<file path="config.mk">
export PLATFORM = sky130hd
export DESIGN_NAME = sbs_scan_port
export DESIGN_NICKNAME = d
export VERILOG_FILES = /design/src/sbs_pkg.sv /design/src/sbs_sync.sv /design/src/sbs_tap_fsm.sv /design/src/sbs_scan_port.sv
export SDC_FILE = /design/constraint.sdc
export NUM_CORES = 1
export LEC_CHECK = 0
export ABC_CLOCK_PERIOD_IN_PS = 3400
export BUFFER_PORTS_ARGS = -buffer_cell sky130_fd_sc_hd__buf_2
export CORE_UTILIZATION = 44
export CTS_CLUSTER_SIZE = 16
export DETAILED_ROUTE_END_ITERATION = 12
export PLACE_DENSITY = 0.63
export SLEW_MARGIN = 20
export SYNTH_ARGS = -nofsm -noshare
export SYNTH_HDL_FRONTEND = slang
export SYNTH_SLANG_ARGS = --single-unit
</file>
<file path="constraint.sdc">
create_clock -name sys_clk -period 3.4 [get_ports sys_clk]
set_input_delay 0.51 -clock sys_clk [delete_from_list [all_inputs] [get_ports sys_clk]]
set_output_delay 0.51 -clock sys_clk [all_outputs]
set_load 0.02 [all_outputs]
</file>
<file path="src/sbs_pkg.sv">
// Package: instruction codes, widths and reset values of the scan port
package sbs_pkg;
  // ==========================================
  // Instruction codes
  localparam int IR_W = 3;
  localparam logic [2:0] IR_EXTEST = 3'h0;
  localparam logic [2:0] IR_IDCODE = 3'h1;
  localparam logic [2:0] IR_SAMPLE_Z = 3'h2;
  localparam logic [2:0] IR_PRIV3 = 3'h3;
  localparam logic [2:0] IR_SAMPLE = 3'h4;
  localparam logic [2:0] IR_PRIV5 = 3'h5;
  localparam logic [2:0] IR_PRIV6 = 3'h6;
  localparam logic [2:0] IR_BYPASS = 3'h7;
  localparam logic [1:0] IR_CAPTURE_LOW = 2'h1;
  // ==========================================
  // Widths and counts
  localparam int ID_W = 32;
  localparam int BSR_W_DEF = 16;
  localparam int RESET_ONES = 5;
  // Arbitrary neutral identity value
  localparam logic [31:0] ID_VALUE_DEF = 32'h0000_0001;
endpackage

</file>
<file path="src/sbs_sync.sv">
// Module: two-flop synchroniser for one pin
`timescale 1ns/1ps
module sbs_sync #(
  // Reset level; should match the idle level of the pin
  parameter logic RST_VAL = 1'b1
) (
  // Clock and reset
  input wire logic sys_clk,
  input wire logic nrst,
  // Level
  input wire logic d,
  output logic q
);
  logic s1_r;
  logic s1_nxt;
  logic q_nxt;
  always_comb begin
    s1_nxt = d;
    q_nxt = s1_r;
  end
  always_ff @(posedge sys_clk or negedge nrst) begin
    if (!nrst) begin
      s1_r <= RST_VAL;
      q <= RST_VAL;
    end else begin
      s1_r <= s1_nxt;
      q <= q_nxt;
    end
  end
endmodule

</file>
<file path="src/sbs_tap_fsm.sv">
// Module: sixteen-state test port controller advanced on test clock rises
`timescale 1ns/1ps
module sbs_tap_fsm (
  // Clock and reset
  input wire logic sys_clk,
  input wire logic nrst,
  // Advance
  input wire logic tck_rise,
  input wire logic mode_sel,
  // State
  output logic [15:0] state
);
  // ==========================================
  // One-hot states
  typedef enum logic [15:0] {
    S_TLR = 16'h0001, S_RTI = 16'h0002, S_SELDR = 16'h0004, S_CAPDR = 16'h0008,
    S_SHDR = 16'h0010, S_EX1DR = 16'h0020, S_PADR = 16'h0040, S_EX2DR = 16'h0080,
    S_UPDR = 16'h0100, S_SELIR = 16'h0200, S_CAPIR = 16'h0400, S_SHIR = 16'h0800,
    S_EX1IR = 16'h1000, S_PAIR = 16'h2000, S_EX2IR = 16'h4000, S_UPIR = 16'h8000
  } sbs_state_e;
  sbs_state_e st_r;
  sbs_state_e st_nxt;
  always_comb begin
    st_nxt = st_r;
    if (tck_rise) begin
      unique case (st_r)
        S_TLR: st_nxt = mode_sel ? S_TLR : S_RTI;
        S_RTI: st_nxt = mode_sel ? S_SELDR : S_RTI;
        S_SELDR: st_nxt = mode_sel ? S_SELIR : S_CAPDR;
        S_CAPDR: st_nxt = mode_sel ? S_EX1DR : S_SHDR;
        S_SHDR: st_nxt = mode_sel ? S_EX1DR : S_SHDR;
        S_EX1DR: st_nxt = mode_sel ? S_UPDR : S_PADR;
        S_PADR: st_nxt = mode_sel ? S_EX2DR : S_PADR;
        S_EX2DR: st_nxt = mode_sel ? S_UPDR : S_SHDR;
        S_UPDR: st_nxt = mode_sel ? S_SELDR : S_RTI;
        S_SELIR: st_nxt = mode_sel ? S_TLR : S_CAPIR;
        S_CAPIR: st_nxt = mode_sel ? S_EX1IR : S_SHIR;
        S_SHIR: st_nxt = mode_sel ? S_EX1IR : S_SHIR;
        S_EX1IR: st_nxt = mode_sel ? S_UPIR : S_PAIR;
        S_PAIR: st_nxt = mode_sel ? S_EX2IR : S_PAIR;
        S_EX2IR: st_nxt = mode_sel ? S_UPIR : S_SHIR;
        S_UPIR: st_nxt = mode_sel ? S_SELDR : S_RTI;
        default: st_nxt = S_TLR;
      endcase
    end
  end
  always_ff @(posedge sys_clk or negedge nrst) begin
    if (!nrst) begin
      st_r <= S_TLR;
    end else begin
      st_r <= st_nxt;
    end
  end
  assign state = st_r;
endmodule

</file>
<file path="src/sbs_scan_port.sv">
// Module: instruction layer of the memory boundary-scan test port
// ==========================================
// How it works
// - Bypass code puts one-bit bypass in path
// - Sample code captures all pin levels
// - Unpinned cells capture fixed default value
// - Shift-DR shifts the boundary register
// - Update-DR loads output cell holding registers
// - All-zero code decodes as external test
// - External test leaves memory inputs on core
// - External test drives holds at Update-IR fall
// - External test captures pins on Capture-DR
// - External test Update-DR drives output pins
// - Identity code captures and shifts 32-bit ID
// - Reset and Test-Logic-Reset load identity code
// - Float code samples and floats memory outputs
// - Three remaining codes are private, act bypass
// - Three-bit instruction acts at Update-IR
// - Capture-IR loads 01 into low bits
// - Five mode-high rises reach Test-Logic-Reset
// - Identity shifts least significant bit first
`timescale 1ns/1ps
module sbs_scan_port #(
  parameter int BSR_W = sbs_pkg::BSR_W_DEF,
  parameter int OUT_W = 8,
  parameter logic [BSR_W-1:0] PIN_MASK = '1,
  parameter logic [BSR_W-1:0] CELL_DEFAULT = '1,
  parameter logic [31:0] ID_VALUE = sbs_pkg::ID_VALUE_DEF
) (
  // Clock and reset
  input wire logic sys_clk,
  input wire logic nrst,
  // Test pins
  input wire logic tck,
  input wire logic mode_sel,
  input wire logic tdi,
  output logic tdo,
  output logic tdo_oe,
  // Pin ring
  input wire logic [BSR_W-1:0] ring_in,
  input wire logic [OUT_W-1:0] core_out,
  input wire logic core_out_en,
  output logic [OUT_W-1:0] pin_out,
  output logic pin_out_en,
  output logic core_in_pass
);
  // ==========================================
  // Elaboration check
  if (BSR_W < OUT_W || OUT_W < 1) begin : g_bad
    $error("Boundary register narrower than output ring");
  end

  // ==========================================
  // Synchronisers and test clock edges
  logic tck_s;
  logic tms_s;
  logic tdi_s;
  logic tck_d_r;
  logic tck_d_nxt;
  logic tck_rise;
  logic tck_fall;
  // Test clock idles low, so its stages reset low: no false edge after reset
  sbs_sync #(.RST_VAL(1'b0)) u_ck (.sys_clk(sys_clk), .nrst(nrst), .d(tck),
    .q(tck_s));
  sbs_sync u_ms (.sys_clk(sys_clk), .nrst(nrst), .d(mode_sel), .q(tms_s));
  sbs_sync u_di (.sys_clk(sys_clk), .nrst(nrst), .d(tdi), .q(tdi_s));
  assign tck_d_nxt = tck_s;
  assign tck_rise = tck_s & ~tck_d_r;
  assign tck_fall = ~tck_s & tck_d_r;

  logic [15:0] st;
  sbs_tap_fsm u_fsm (.sys_clk(sys_clk), .nrst(nrst), .tck_rise(tck_rise),
    .mode_sel(tms_s), .state(st));
  logic s_tlr, s_capdr, s_shdr, s_updr, s_capir, s_shir, s_upir;
  assign s_tlr = st[0];
  assign s_capdr = st[3];
  assign s_shdr = st[4];
  assign s_updr = st[8];
  assign s_capir = st[10];
  assign s_shir = st[11];
  assign s_upir = st[15];

  // ==========================================
  // Run of mode-high rises, kept only for the reset check
  logic [2:0] ones_r;
  logic [2:0] ones_nxt;
  always_comb begin
    ones_nxt = ones_r;
    if (tck_rise) begin
      if (!tms_s) begin
        ones_nxt = 3'h0;
      end else if (ones_r != 3'(sbs_pkg::RESET_ONES)) begin
        ones_nxt = ones_r + 3'h1;
      end
    end
  end
  always_ff @(posedge sys_clk or negedge nrst) begin
    if (!nrst) begin
      ones_r <= 3'h0;
    end else begin
      ones_r <= ones_nxt;
    end
  end

  // ==========================================
  // Decode
  function automatic logic uses_bsr(input logic [2:0] c);
    return c == sbs_pkg::IR_EXTEST || c == sbs_pkg::IR_SAMPLE ||
      c == sbs_pkg::IR_SAMPLE_Z;
  endfunction

  // ==========================================
  // Registers
  logic [2:0] ir_sh_r, ir_sh_nxt, ir_r, ir_nxt;
  logic byp_r, byp_nxt;
  logic [31:0] id_r, id_nxt;
  logic [BSR_W-1:0] bsr_r, bsr_nxt;
  logic [OUT_W-1:0] hold_r, hold_nxt;
  logic tdo_r, tdo_nxt, oe_r, oe_nxt;
  logic drive_r, drive_nxt;
  logic float_r, float_nxt;
  logic serial_bit;

  always_comb begin
    ir_sh_nxt = ir_sh_r;
    ir_nxt = ir_r;
    byp_nxt = byp_r;
    id_nxt = id_r;
    bsr_nxt = bsr_r;
    hold_nxt = hold_r;
    drive_nxt = drive_r;
    float_nxt = float_r;
    // Applied while the controller sits in reset, so a stopped clock cannot keep a drive
    if (s_tlr) begin
      ir_nxt = sbs_pkg::IR_IDCODE;
      drive_nxt = 1'b0;
      float_nxt = 1'b0;
    end
    if (tck_rise) begin
      if (s_capir) begin
        ir_sh_nxt = {ir_sh_r[2], sbs_pkg::IR_CAPTURE_LOW};
      end
      if (s_shir) begin
        ir_sh_nxt = {tdi_s, ir_sh_r[2:1]};
      end
      if (s_capdr) begin
        byp_nxt = 1'b0;
        if (ir_r == sbs_pkg::IR_IDCODE) begin
          id_nxt = ID_VALUE;
        end
        if (uses_bsr(ir_r)) begin
          bsr_nxt = (ring_in & PIN_MASK) | (CELL_DEFAULT & ~PIN_MASK);
        end
      end
      if (s_shdr) begin
        unique case (ir_r)
          sbs_pkg::IR_IDCODE: id_nxt = {tdi_s, id_r[31:1]};
          sbs_pkg::IR_EXTEST, sbs_pkg::IR_SAMPLE, sbs_pkg::IR_SAMPLE_Z:
            bsr_nxt = {tdi_s, bsr_r[BSR_W-1:1]};
          default: byp_nxt = tdi_s;
        endcase
      end
    end
    if (tck_fall) begin
      if (s_updr && uses_bsr(ir_r)) begin
        hold_nxt = bsr_r[OUT_W-1:0];
      end
      if (s_upir) begin
        ir_nxt = ir_sh_r;
        drive_nxt = ir_sh_r == sbs_pkg::IR_EXTEST;
        float_nxt = ir_sh_r == sbs_pkg::IR_SAMPLE_Z;
      end
    end
  end

  // Serial out picks the selected register, updated on test clock falls
  always_comb begin
    serial_bit = byp_r;
    if (s_shir) begin
      serial_bit = ir_sh_r[0];
    end else if (ir_r == sbs_pkg::IR_IDCODE) begin
      serial_bit = id_r[0];
    end else if (uses_bsr(ir_r)) begin
      serial_bit = bsr_r[0];
    end
    tdo_nxt = tdo_r;
    oe_nxt = oe_r;
    if (tck_fall) begin
      oe_nxt = s_shdr | s_shir;
      tdo_nxt = serial_bit;
    end
  end

  always_ff @(posedge sys_clk or negedge nrst) begin
    if (!nrst) begin
      tck_d_r <= 1'b0;
      ir_sh_r <= sbs_pkg::IR_IDCODE;
      ir_r <= sbs_pkg::IR_IDCODE;
      byp_r <= 1'b0;
      id_r <= '0;
      bsr_r <= '0;
      hold_r <= '0;
      drive_r <= 1'b0;
      float_r <= 1'b0;
      tdo_r <= 1'b0;
      oe_r <= 1'b0;
    end else begin
      tck_d_r <= tck_d_nxt;
      ir_sh_r <= ir_sh_nxt;
      ir_r <= ir_nxt;
      byp_r <= byp_nxt;
      id_r <= id_nxt;
      bsr_r <= bsr_nxt;
      hold_r <= hold_nxt;
      drive_r <= drive_nxt;
      float_r <= float_nxt;
      tdo_r <= tdo_nxt;
      oe_r <= oe_nxt;
    end
  end

  // ==========================================
  // Outputs; core inputs never blocked, even under external test
  assign tdo = tdo_r;
  assign tdo_oe = oe_r;
  assign pin_out = drive_r ? hold_r : core_out;
  assign pin_out_en = float_r ? 1'b0 : (drive_r | core_out_en);
  assign core_in_pass = 1'b1;

  // ==========================================
  // Assertions
  reset_ir_a: assert property (@(posedge sys_clk) disable iff (!nrst)
    s_tlr && tck_rise |=> ir_r == sbs_pkg::IR_IDCODE)
    else $error("Instruction not reset to identity");
  capir_low_a: assert property (@(posedge sys_clk) disable iff (!nrst)
    s_capir && tck_rise |=> ir_sh_r[1:0] == sbs_pkg::IR_CAPTURE_LOW)
    else $error("Capture-IR pattern wrong");
  ir_update_a: assert property (@(posedge sys_clk) disable iff (!nrst)
    !(s_upir && tck_fall) |=> ir_r == $past(ir_r) || $past(s_tlr))
    else $error("Instruction changed outside update");
  id_cap_a: assert property (@(posedge sys_clk) disable iff (!nrst)
    s_capdr && tck_rise && ir_r == sbs_pkg::IR_IDCODE |=> id_r == ID_VALUE)
    else $error("Identity not captured");
  id_shift_a: assert property (@(posedge sys_clk) disable iff (!nrst)
    s_shdr && tck_rise && ir_r == sbs_pkg::IR_IDCODE |=> id_r[30:0] == $past(id_r[31:1]))
    else $error("Identity shift order wrong");
  bsr_cap_a: assert property (@(posedge sys_clk) disable iff (!nrst)
    s_capdr && tck_rise && uses_bsr(ir_r) |=>
      bsr_r == (($past(ring_in) & PIN_MASK) | (CELL_DEFAULT & ~PIN_MASK)))
    else $error("Boundary capture wrong");
  bypass_a: assert property (@(posedge sys_clk) disable iff (!nrst)
    s_shdr && tck_rise && ir_r == sbs_pkg::IR_BYPASS |=> byp_r == $past(tdi_s))
    else $error("Bypass bit not shifted");
  float_a: assert property (@(posedge sys_clk) disable iff (!nrst)
    ir_r == sbs_pkg::IR_SAMPLE_Z && !$past(s_tlr) |-> !pin_out_en)
    else $error("Outputs not floated");
  extest_a: assert property (@(posedge sys_clk) disable iff (!nrst)
    drive_r |-> pin_out == hold_r && pin_out_en)
    else $error("External test not driving hold");
  tdo_oe_a: assert property (@(posedge sys_clk) disable iff (!nrst)
    $rose(tdo_oe) |-> $past(tck_fall) && $past(s_shdr | s_shir))
    else $error("Serial out enabled outside shift");
  tdo_hold_a: assert property (@(posedge sys_clk) disable iff (!nrst)
    !$past(tck_fall) |-> $stable(tdo) && $stable(tdo_oe))
    else $error("Serial out moved without a test clock fall");
  tdo_off_a: assert property (@(posedge sys_clk) disable iff (!nrst)
    tck_fall && !s_shdr && !s_shir |=> !tdo_oe)
    else $error("Serial out left enabled outside shift");
  bsr_shift_a: assert property (@(posedge sys_clk) disable iff (!nrst)
    s_shdr && tck_rise && uses_bsr(ir_r) |=>
      bsr_r == {$past(tdi_s), $past(bsr_r[BSR_W-1:1])})
    else $error("Boundary shift wrong");
  hold_load_a: assert property (@(posedge sys_clk) disable iff (!nrst)
    s_updr && tck_fall && uses_bsr(ir_r) |=> hold_r == $past(bsr_r[OUT_W-1:0]))
    else $error("Output holds not updated");
  hold_keep_a: assert property (@(posedge sys_clk) disable iff (!nrst)
    !(s_updr && tck_fall) |=> hold_r == $past(hold_r))
    else $error("Output holds changed outside update");
  ir_shift_a: assert property (@(posedge sys_clk) disable iff (!nrst)
    s_shir && tck_rise |=> ir_sh_r == {$past(tdi_s), $past(ir_sh_r[2:1])})
    else $error("Instruction shift wrong");
  extest_dec_a: assert property (@(posedge sys_clk) disable iff (!nrst)
    drive_r == (ir_r == sbs_pkg::IR_EXTEST))
    else $error("External test drive does not match instruction");
  float_dec_a: assert property (@(posedge sys_clk) disable iff (!nrst)
    float_r == (ir_r == sbs_pkg::IR_SAMPLE_Z))
    else $error("Float does not match instruction");
  byp_cap_a: assert property (@(posedge sys_clk) disable iff (!nrst)
    s_capdr && tck_rise |=> !byp_r)
    else $error("Bypass bit not cleared on capture");
  five_ones_a: assert property (@(posedge sys_clk) disable iff (!nrst)
    ones_r == 3'(sbs_pkg::RESET_ONES) |-> s_tlr)
    else $error("Five mode-high rises did not reach reset");

  // ==========================================
  // Cover points
  cap_id_c: cover property (@(posedge sys_clk) disable iff (!nrst)
    s_capdr && tck_rise && ir_r == sbs_pkg::IR_IDCODE);
  ext_c: cover property (@(posedge sys_clk) disable iff (!nrst) $rose(drive_r));
  float_c: cover property (@(posedge sys_clk) disable iff (!nrst) $rose(float_r));
  byp_c: cover property (@(posedge sys_clk) disable iff (!nrst)
    s_shdr && tck_rise && ir_r == sbs_pkg::IR_BYPASS);
  tlr_c: cover property (@(posedge sys_clk) disable iff (!nrst)
    ones_r == 3'(sbs_pkg::RESET_ONES) && tck_rise);
endmodule

</file>
== Word level (Yosys, flattened, before mapping) ==
Index checks and enable logic that the tools add are counted.

* Register bits: 90
* Input port bits: 30
* Output and inout bits: 12
* Word-level logic and storage cells: 99

* Eq/ne operators: 20
* Mux-type cells: 40
* Bitwise operators: 6
* Reductions and logical operators: 14

{| class="wikitable"
|+ Operators by type and width
! operator !! number
|-
| 16-bit one-hot mux with 12 select lines || 1
|-
| 32-bit two-way mux || 4
|-
| 16-bit two-way mux || 6
|-
| 9-bit two-way mux || 2
|-
| 16-bit by 1-bit == test with 1-bit output (second input constant) || 1
|-
| 16-bit by 10-bit == test with 1-bit output (second input constant) || 1
|-
| 16-bit by 11-bit == test with 1-bit output (second input constant) || 1
|-
| 16-bit by 12-bit == test with 1-bit output (second input constant) || 1
|-
| 16-bit by 13-bit == test with 1-bit output (second input constant) || 1
|-
| 16-bit by 14-bit == test with 1-bit output (second input constant) || 1
|-
| 16-bit by 15-bit == test with 1-bit output (second input constant) || 1
|-
| 16-bit == test (second input constant) || 1
|-
| 16-bit by 2-bit == test with 1-bit output (second input constant) || 1
|-
| 16-bit by 3-bit == test with 1-bit output (second input constant) || 1
|-
| 16-bit by 4-bit == test with 1-bit output (second input constant) || 1
|-
| 16-bit by 5-bit == test with 1-bit output (second input constant) || 1
|-
| 16-bit by 6-bit == test with 1-bit output (second input constant) || 1
|-
| 16-bit by 7-bit == test with 1-bit output (second input constant) || 1
|-
| 16-bit by 8-bit == test with 1-bit output (second input constant) || 1
|-
| 16-bit by 9-bit == test with 1-bit output (second input constant) || 1
|-
| 8-bit two-way mux || 2
|-
| 15-bit two-way mux || 1
|-
| 3-bit two-way mux || 5
|-
| 1-bit two-way mux || 13
|-
| other kinds (19) || 30
|}

== Depth between registers and ports, before layout ==
* Depth after elaboration: 7
* Gate-level depth with buffers: 7
* Gate-level depth less buffers: 6

== Hierarchy ==
A second synthesis with hierarchy kept.

* Cells, all modules: 361
* Area, all modules: 4172.8 µm²

{| class="wikitable"
|+ By module, submodules not included
! module !! times used !! cells an instance !! area each (µm²) !! seq. area each (µm²)
|-
| sbs_scan_port || 1 || 230 || 2905.3 || 1704.1
|-
| sbs_tap_fsm || 1 || 125 || 1112.3 || 401.6
|-
| sbs_sync at u_di ... || 2 || 2 || 52.6 || 52.6
|-
| sbs_sync at u_ck || 1 || 2 || 50.0 || 50.0
|}

== Worst setup path after synthesis ==
Ideal clock, no wire load.

* Path type: register to register
* From: register u_fsm.st_r[3] (netlist: u_fsm.state[3])
* To: register u_fsm.st_r[0] (netlist: u_fsm.state[0])
* Arrival time: 1.654 ns
* Data required time: 3.316 ns
* Path slack: 1.662 ns
* Stages on the path, launching flop included: 8
* Period minus slack after synthesis: 1.738 ns
* Path through: dfrtp_1 -> buf_6 -> or4_4 -> nor4_4 -> o21ai_1 -> o21ai_0 -> nand4b_1 -> nand3_1

* Longest elaborated chain between the ends: 3

{| class="wikitable"
|+ Ends and longest elaborated chain
! what !! RTL line !! source
|-
| from (decl) || sbs_tap_fsm.sv:21 || <nowiki>sbs_state_e st_r;</nowiki>
|-
| from (signal assigned) || sbs_tap_fsm.sv:51 || <nowiki>st_r <= st_nxt;</nowiki>
|-
| 16-bit by 2-bit == test with 1-bit output, or another cell as far along || sbs_tap_fsm.sv:26 || <nowiki>unique case (st_r)</nowiki>
|-
| 3-bit OR reduction (no line) / 2-bit OR reduction (equally long branches) || - ||
|-
| 16-bit one-hot mux with 12 select lines * || sbs_tap_fsm.sv:26 ||
|}

Every way passes the cells marked *; elsewhere a longest branch is shown, timed or not.
A chain may end at the register's enable or synchronous reset.

== Final worst setup path ==
* From: register drive_r
* To: output pin_out[4]

* Longest elaborated chain between the ends: 1

{| class="wikitable"
|+ Ends and longest elaborated chain
! what !! RTL line !! source
|-
| from (decl) || sbs_scan_port.sv:120 || <nowiki>logic drive_r, drive_nxt;</nowiki>
|-
| from (signal assigned) || sbs_scan_port.sv:215 || <nowiki>drive_r <= drive_nxt;</nowiki>
|-
| 8-bit two-way mux || sbs_scan_port.sv:226 || <nowiki>assign pin_out = drive_r ? hold_r : core_out;</nowiki>
|-
| to (decl) || sbs_scan_port.sv:43 || <nowiki>output logic [OUT_W-1:0] pin_out,</nowiki>
|}

Every way passes these cells.

==> flow_metrics.tcl <==
set metrics [dict create \
    status "complete, no violations" \
    cp_slowest_stage_delay_ns 0.61 \
    drive_gt1_share_pct 24.2 \
    drt-initial-drc-count 223 \
    synth_cells 354 \
    dieArea_um2 9420 \
    tritoncts "yes" \
    routed_wl_um 7970 \
    top_layer "met4" \
    drtPass1Iterations 5 \
    hold_viol_final 0 \
    wl_met2_um 3500 \
    tightest_slew_ns 0.930 \
    layout_commonest_cell "dfrtp_1" \
    netlist_area_um2 3970 \
    fin_crit_sh_pct 59.4 \
    die_width_um 97.0 \
    cts_resized 0 \
    path_clk_slew_ns 0.10 \
    slowest_stage "dfrtp_1" \
    ys_seq_area_share_pct 56.9 \
    async_flop_share_pct 100 \
    cts_buffers 9 \
    num_vias 2819 \
    max_freq_ghz 0.495 \
    synthDistinctLibCells 49 \
    grt_pass1_wl_um 14200 \
    rsz0062_at_grt "false" \
    slew_violations 0 \
    cts_num_sinks 90 \
    route.detailed.drc 0 \
    routedWlPerCell_um 15.9 \
    initial_core_util_pct 45.6 \
    synth-edff-count 0 \
    wl_met3_um 362 \
    critPathLaunchType "flop" \
    crit_type "reg -> out" \
    io_pins 42 \
    cts_htree_levels 3 \
    crit_chain "mux2_2, buf_2" \
    ys_seq_elements 90 \
    hp-class "in -> async" \
    fin_nets 417 \
    ir_drop_mv 0.260 \
    drv_cap 0 \
    wl_met1_um 3970 \
    final.setup.tns_ns 0 \
    fin_cells 500 \
    syn_avg_cell_area_um2 11.2 \
    placed_area_um2 4250 \
    die_h_um 97.0 \
    timing.rr.end "u_fsm.state[4]" \
    max-clock-path-buffers 2 \
    place_inst 484 \
    gp_congestion 0.833 \
    diodes 0 \
    clock_latency_ns 0.37 \
    reg2reg_slack_ns 1.40 \
    cts_setup_buffers 0 \
    slew_headroom_pct 38.0 \
    final-setup-viol-count 0 \
    critPathRequiredTime_ns 2.89 \
    grt_overflow 0 \
    finalInstanceArea_um2 4430 \
    core-area_um2 8720 \
    path_max_fanout 10 \
    timing.rr.start "u_fsm.state[13]" \
    p_per_area_nw_per_um2 468 \
    root_buffer "clkbuf_8" \
    hpwl_um 5230 \
    final_cell_mix "dfrtp_1, buf_2, a22o_1, nor2_1, a21oi_1" \
    synth_fp_nets 384 \
    portBuffers 40 \
    via_per_inst 5.64 \
    synth_ff_type "dfrtp_1" \
    postCtsHoldBufs 0 \
    r2r_cells 5 \
    synth_warnings 0 \
    antenna_found_initial 0 \
    area_growth_pct 11.4 \
    p_leak_uw 0.00194 \
    cp-end-kind "primary output" \
    grt_pass1_vias 2862 \
    grt_max_degree 49 \
    worstPathArrival_ns 1.51 \
    layout_min_cycle_time_ns 2.02 \
    skew_ns 0.0106 \
    fp-row-count 34 \
    ant_nets 0 \
    grtUsageTotal_pct 18.8 \
]
how the worst max path moves through the flow:
stage | end | start | slack, ns
finish | pin_out[4] | drive_r | 1.38
global route | u_fsm.state[4] | u_fsm.state[12] | 1.29
CTS | pin_out[4] | drive_r | 1.35
detailed placement | u_fsm.state[0] | u_fsm.state[3] | 1.49
global placement | bsr_r[2] | ir_r[1] | 1.50
floorplan | u_fsm.state[0] | u_fsm.state[3] | 1.66
metal layers:
layer	GRT usage (%)	vias up
met1	27.4	1360
met3	3.47	16
li1	-	1362
met4	7.69	0
met5	0	-
met2	27.5	81
kinds of logic after synthesis:
family,share of synthesized area [%]
buffers and inverters,3.46
adders and majority gates,0.252
other,0.0944
muxes,5.10
xor gates and xnor gates,1.54
DFF,56.9
and+or+nand+nor,14.7
AOI/OAI and AO/OA,18.0
synthesized netlist by cell type, types with 2 or more instances:
cell       n  area [um^2]
dfrtp_1   83         2080
a22o_1    32          280
nor2_1    30          113
a21oi_1   24          120
nand2_1   21         78.8
mux2_2    18          203
o21ai_0   18         90.1
clkbuf_1  16         60.1
o22ai_1   16          100
dfstp_2    7          184
inv_1      6         22.5
nand3b_1   6         45.0
nor3_1     6         30.0
buf_2      5         25.0
nand4b_1   5         43.8
nor2b_1    5         31.3
xnor2_1    4         35.0
nand3_1    3         15.0
nand4_1    3         18.8
nor4_1     3         18.8
o21ai_1    3         15.0
xor2_1     3         26.3
a31oi_1    2         12.5
a32o_1     2         20.0
and3_1     2         12.5
buf_6      2         22.5
nand2b_1   2         12.5
nor3b_2    2         25.0
nor4_4     2         42.5
o41ai_1    2         17.5
or3_1      2         12.5
or4_4      2         22.5
stage by stage:
stage	hold WS (ns)	utilization [%]	total power [uW]	worst slack [ns]
floorplan	0.214	-	1330	1.66
global placement	0.338	48.7	1410	1.50
detailed placement	0.336	48.7	1410	1.49
CTS	0.175	50.7	2100	1.35
global route	0.199	50.7	2170	1.29
finish	0.162	50.7	2070	1.38
registers in the layout, indices dropped and copies added (netlist names):
name,count
u_di.q,1
tdo_oe,1
u_ck.q_nxt,1
u_ms.q,1
float_r,1
ir_sh_r,3
bsr_r,16
u_di.q_nxt,1
id_r,32
byp_r,1
u_ck.q,1
u_ms.q_nxt,1
drive_r,1
hold_r,8
u_fsm.state,16
tck_d_r,1
ir_r,3
tdo,1
cell type report:
cell class,count,area (um^2)
Fill cell,789,4300
Sequential cell,90,2260
Clock buffer,12,145
Clock inverter,4,35.0
Timing Repair Buffer,46,248
Multi-Input combinational cell,234,1580
Tap cell,108,135
Inverter,6,22.5
critical path, delay by kind of cell, from the launching register on:
kind / cells / cell delay (ns)
flip-flops: 1 / 0.61
multiplexers: 1 / 0.38
buffers and inverters: 1 / 0.16
where the power goes:
part	total [uW]	switching [uW]	leakage (uW)	internal [uW]
Combinational	245	133	0.000719	112
Clock	679	385	0.0000851	294
Sequential	1150	46.4	0.00114	1100
Total	2070	564	0.00194	1510
Note: power is estimated with default switching activity, not from simulation.
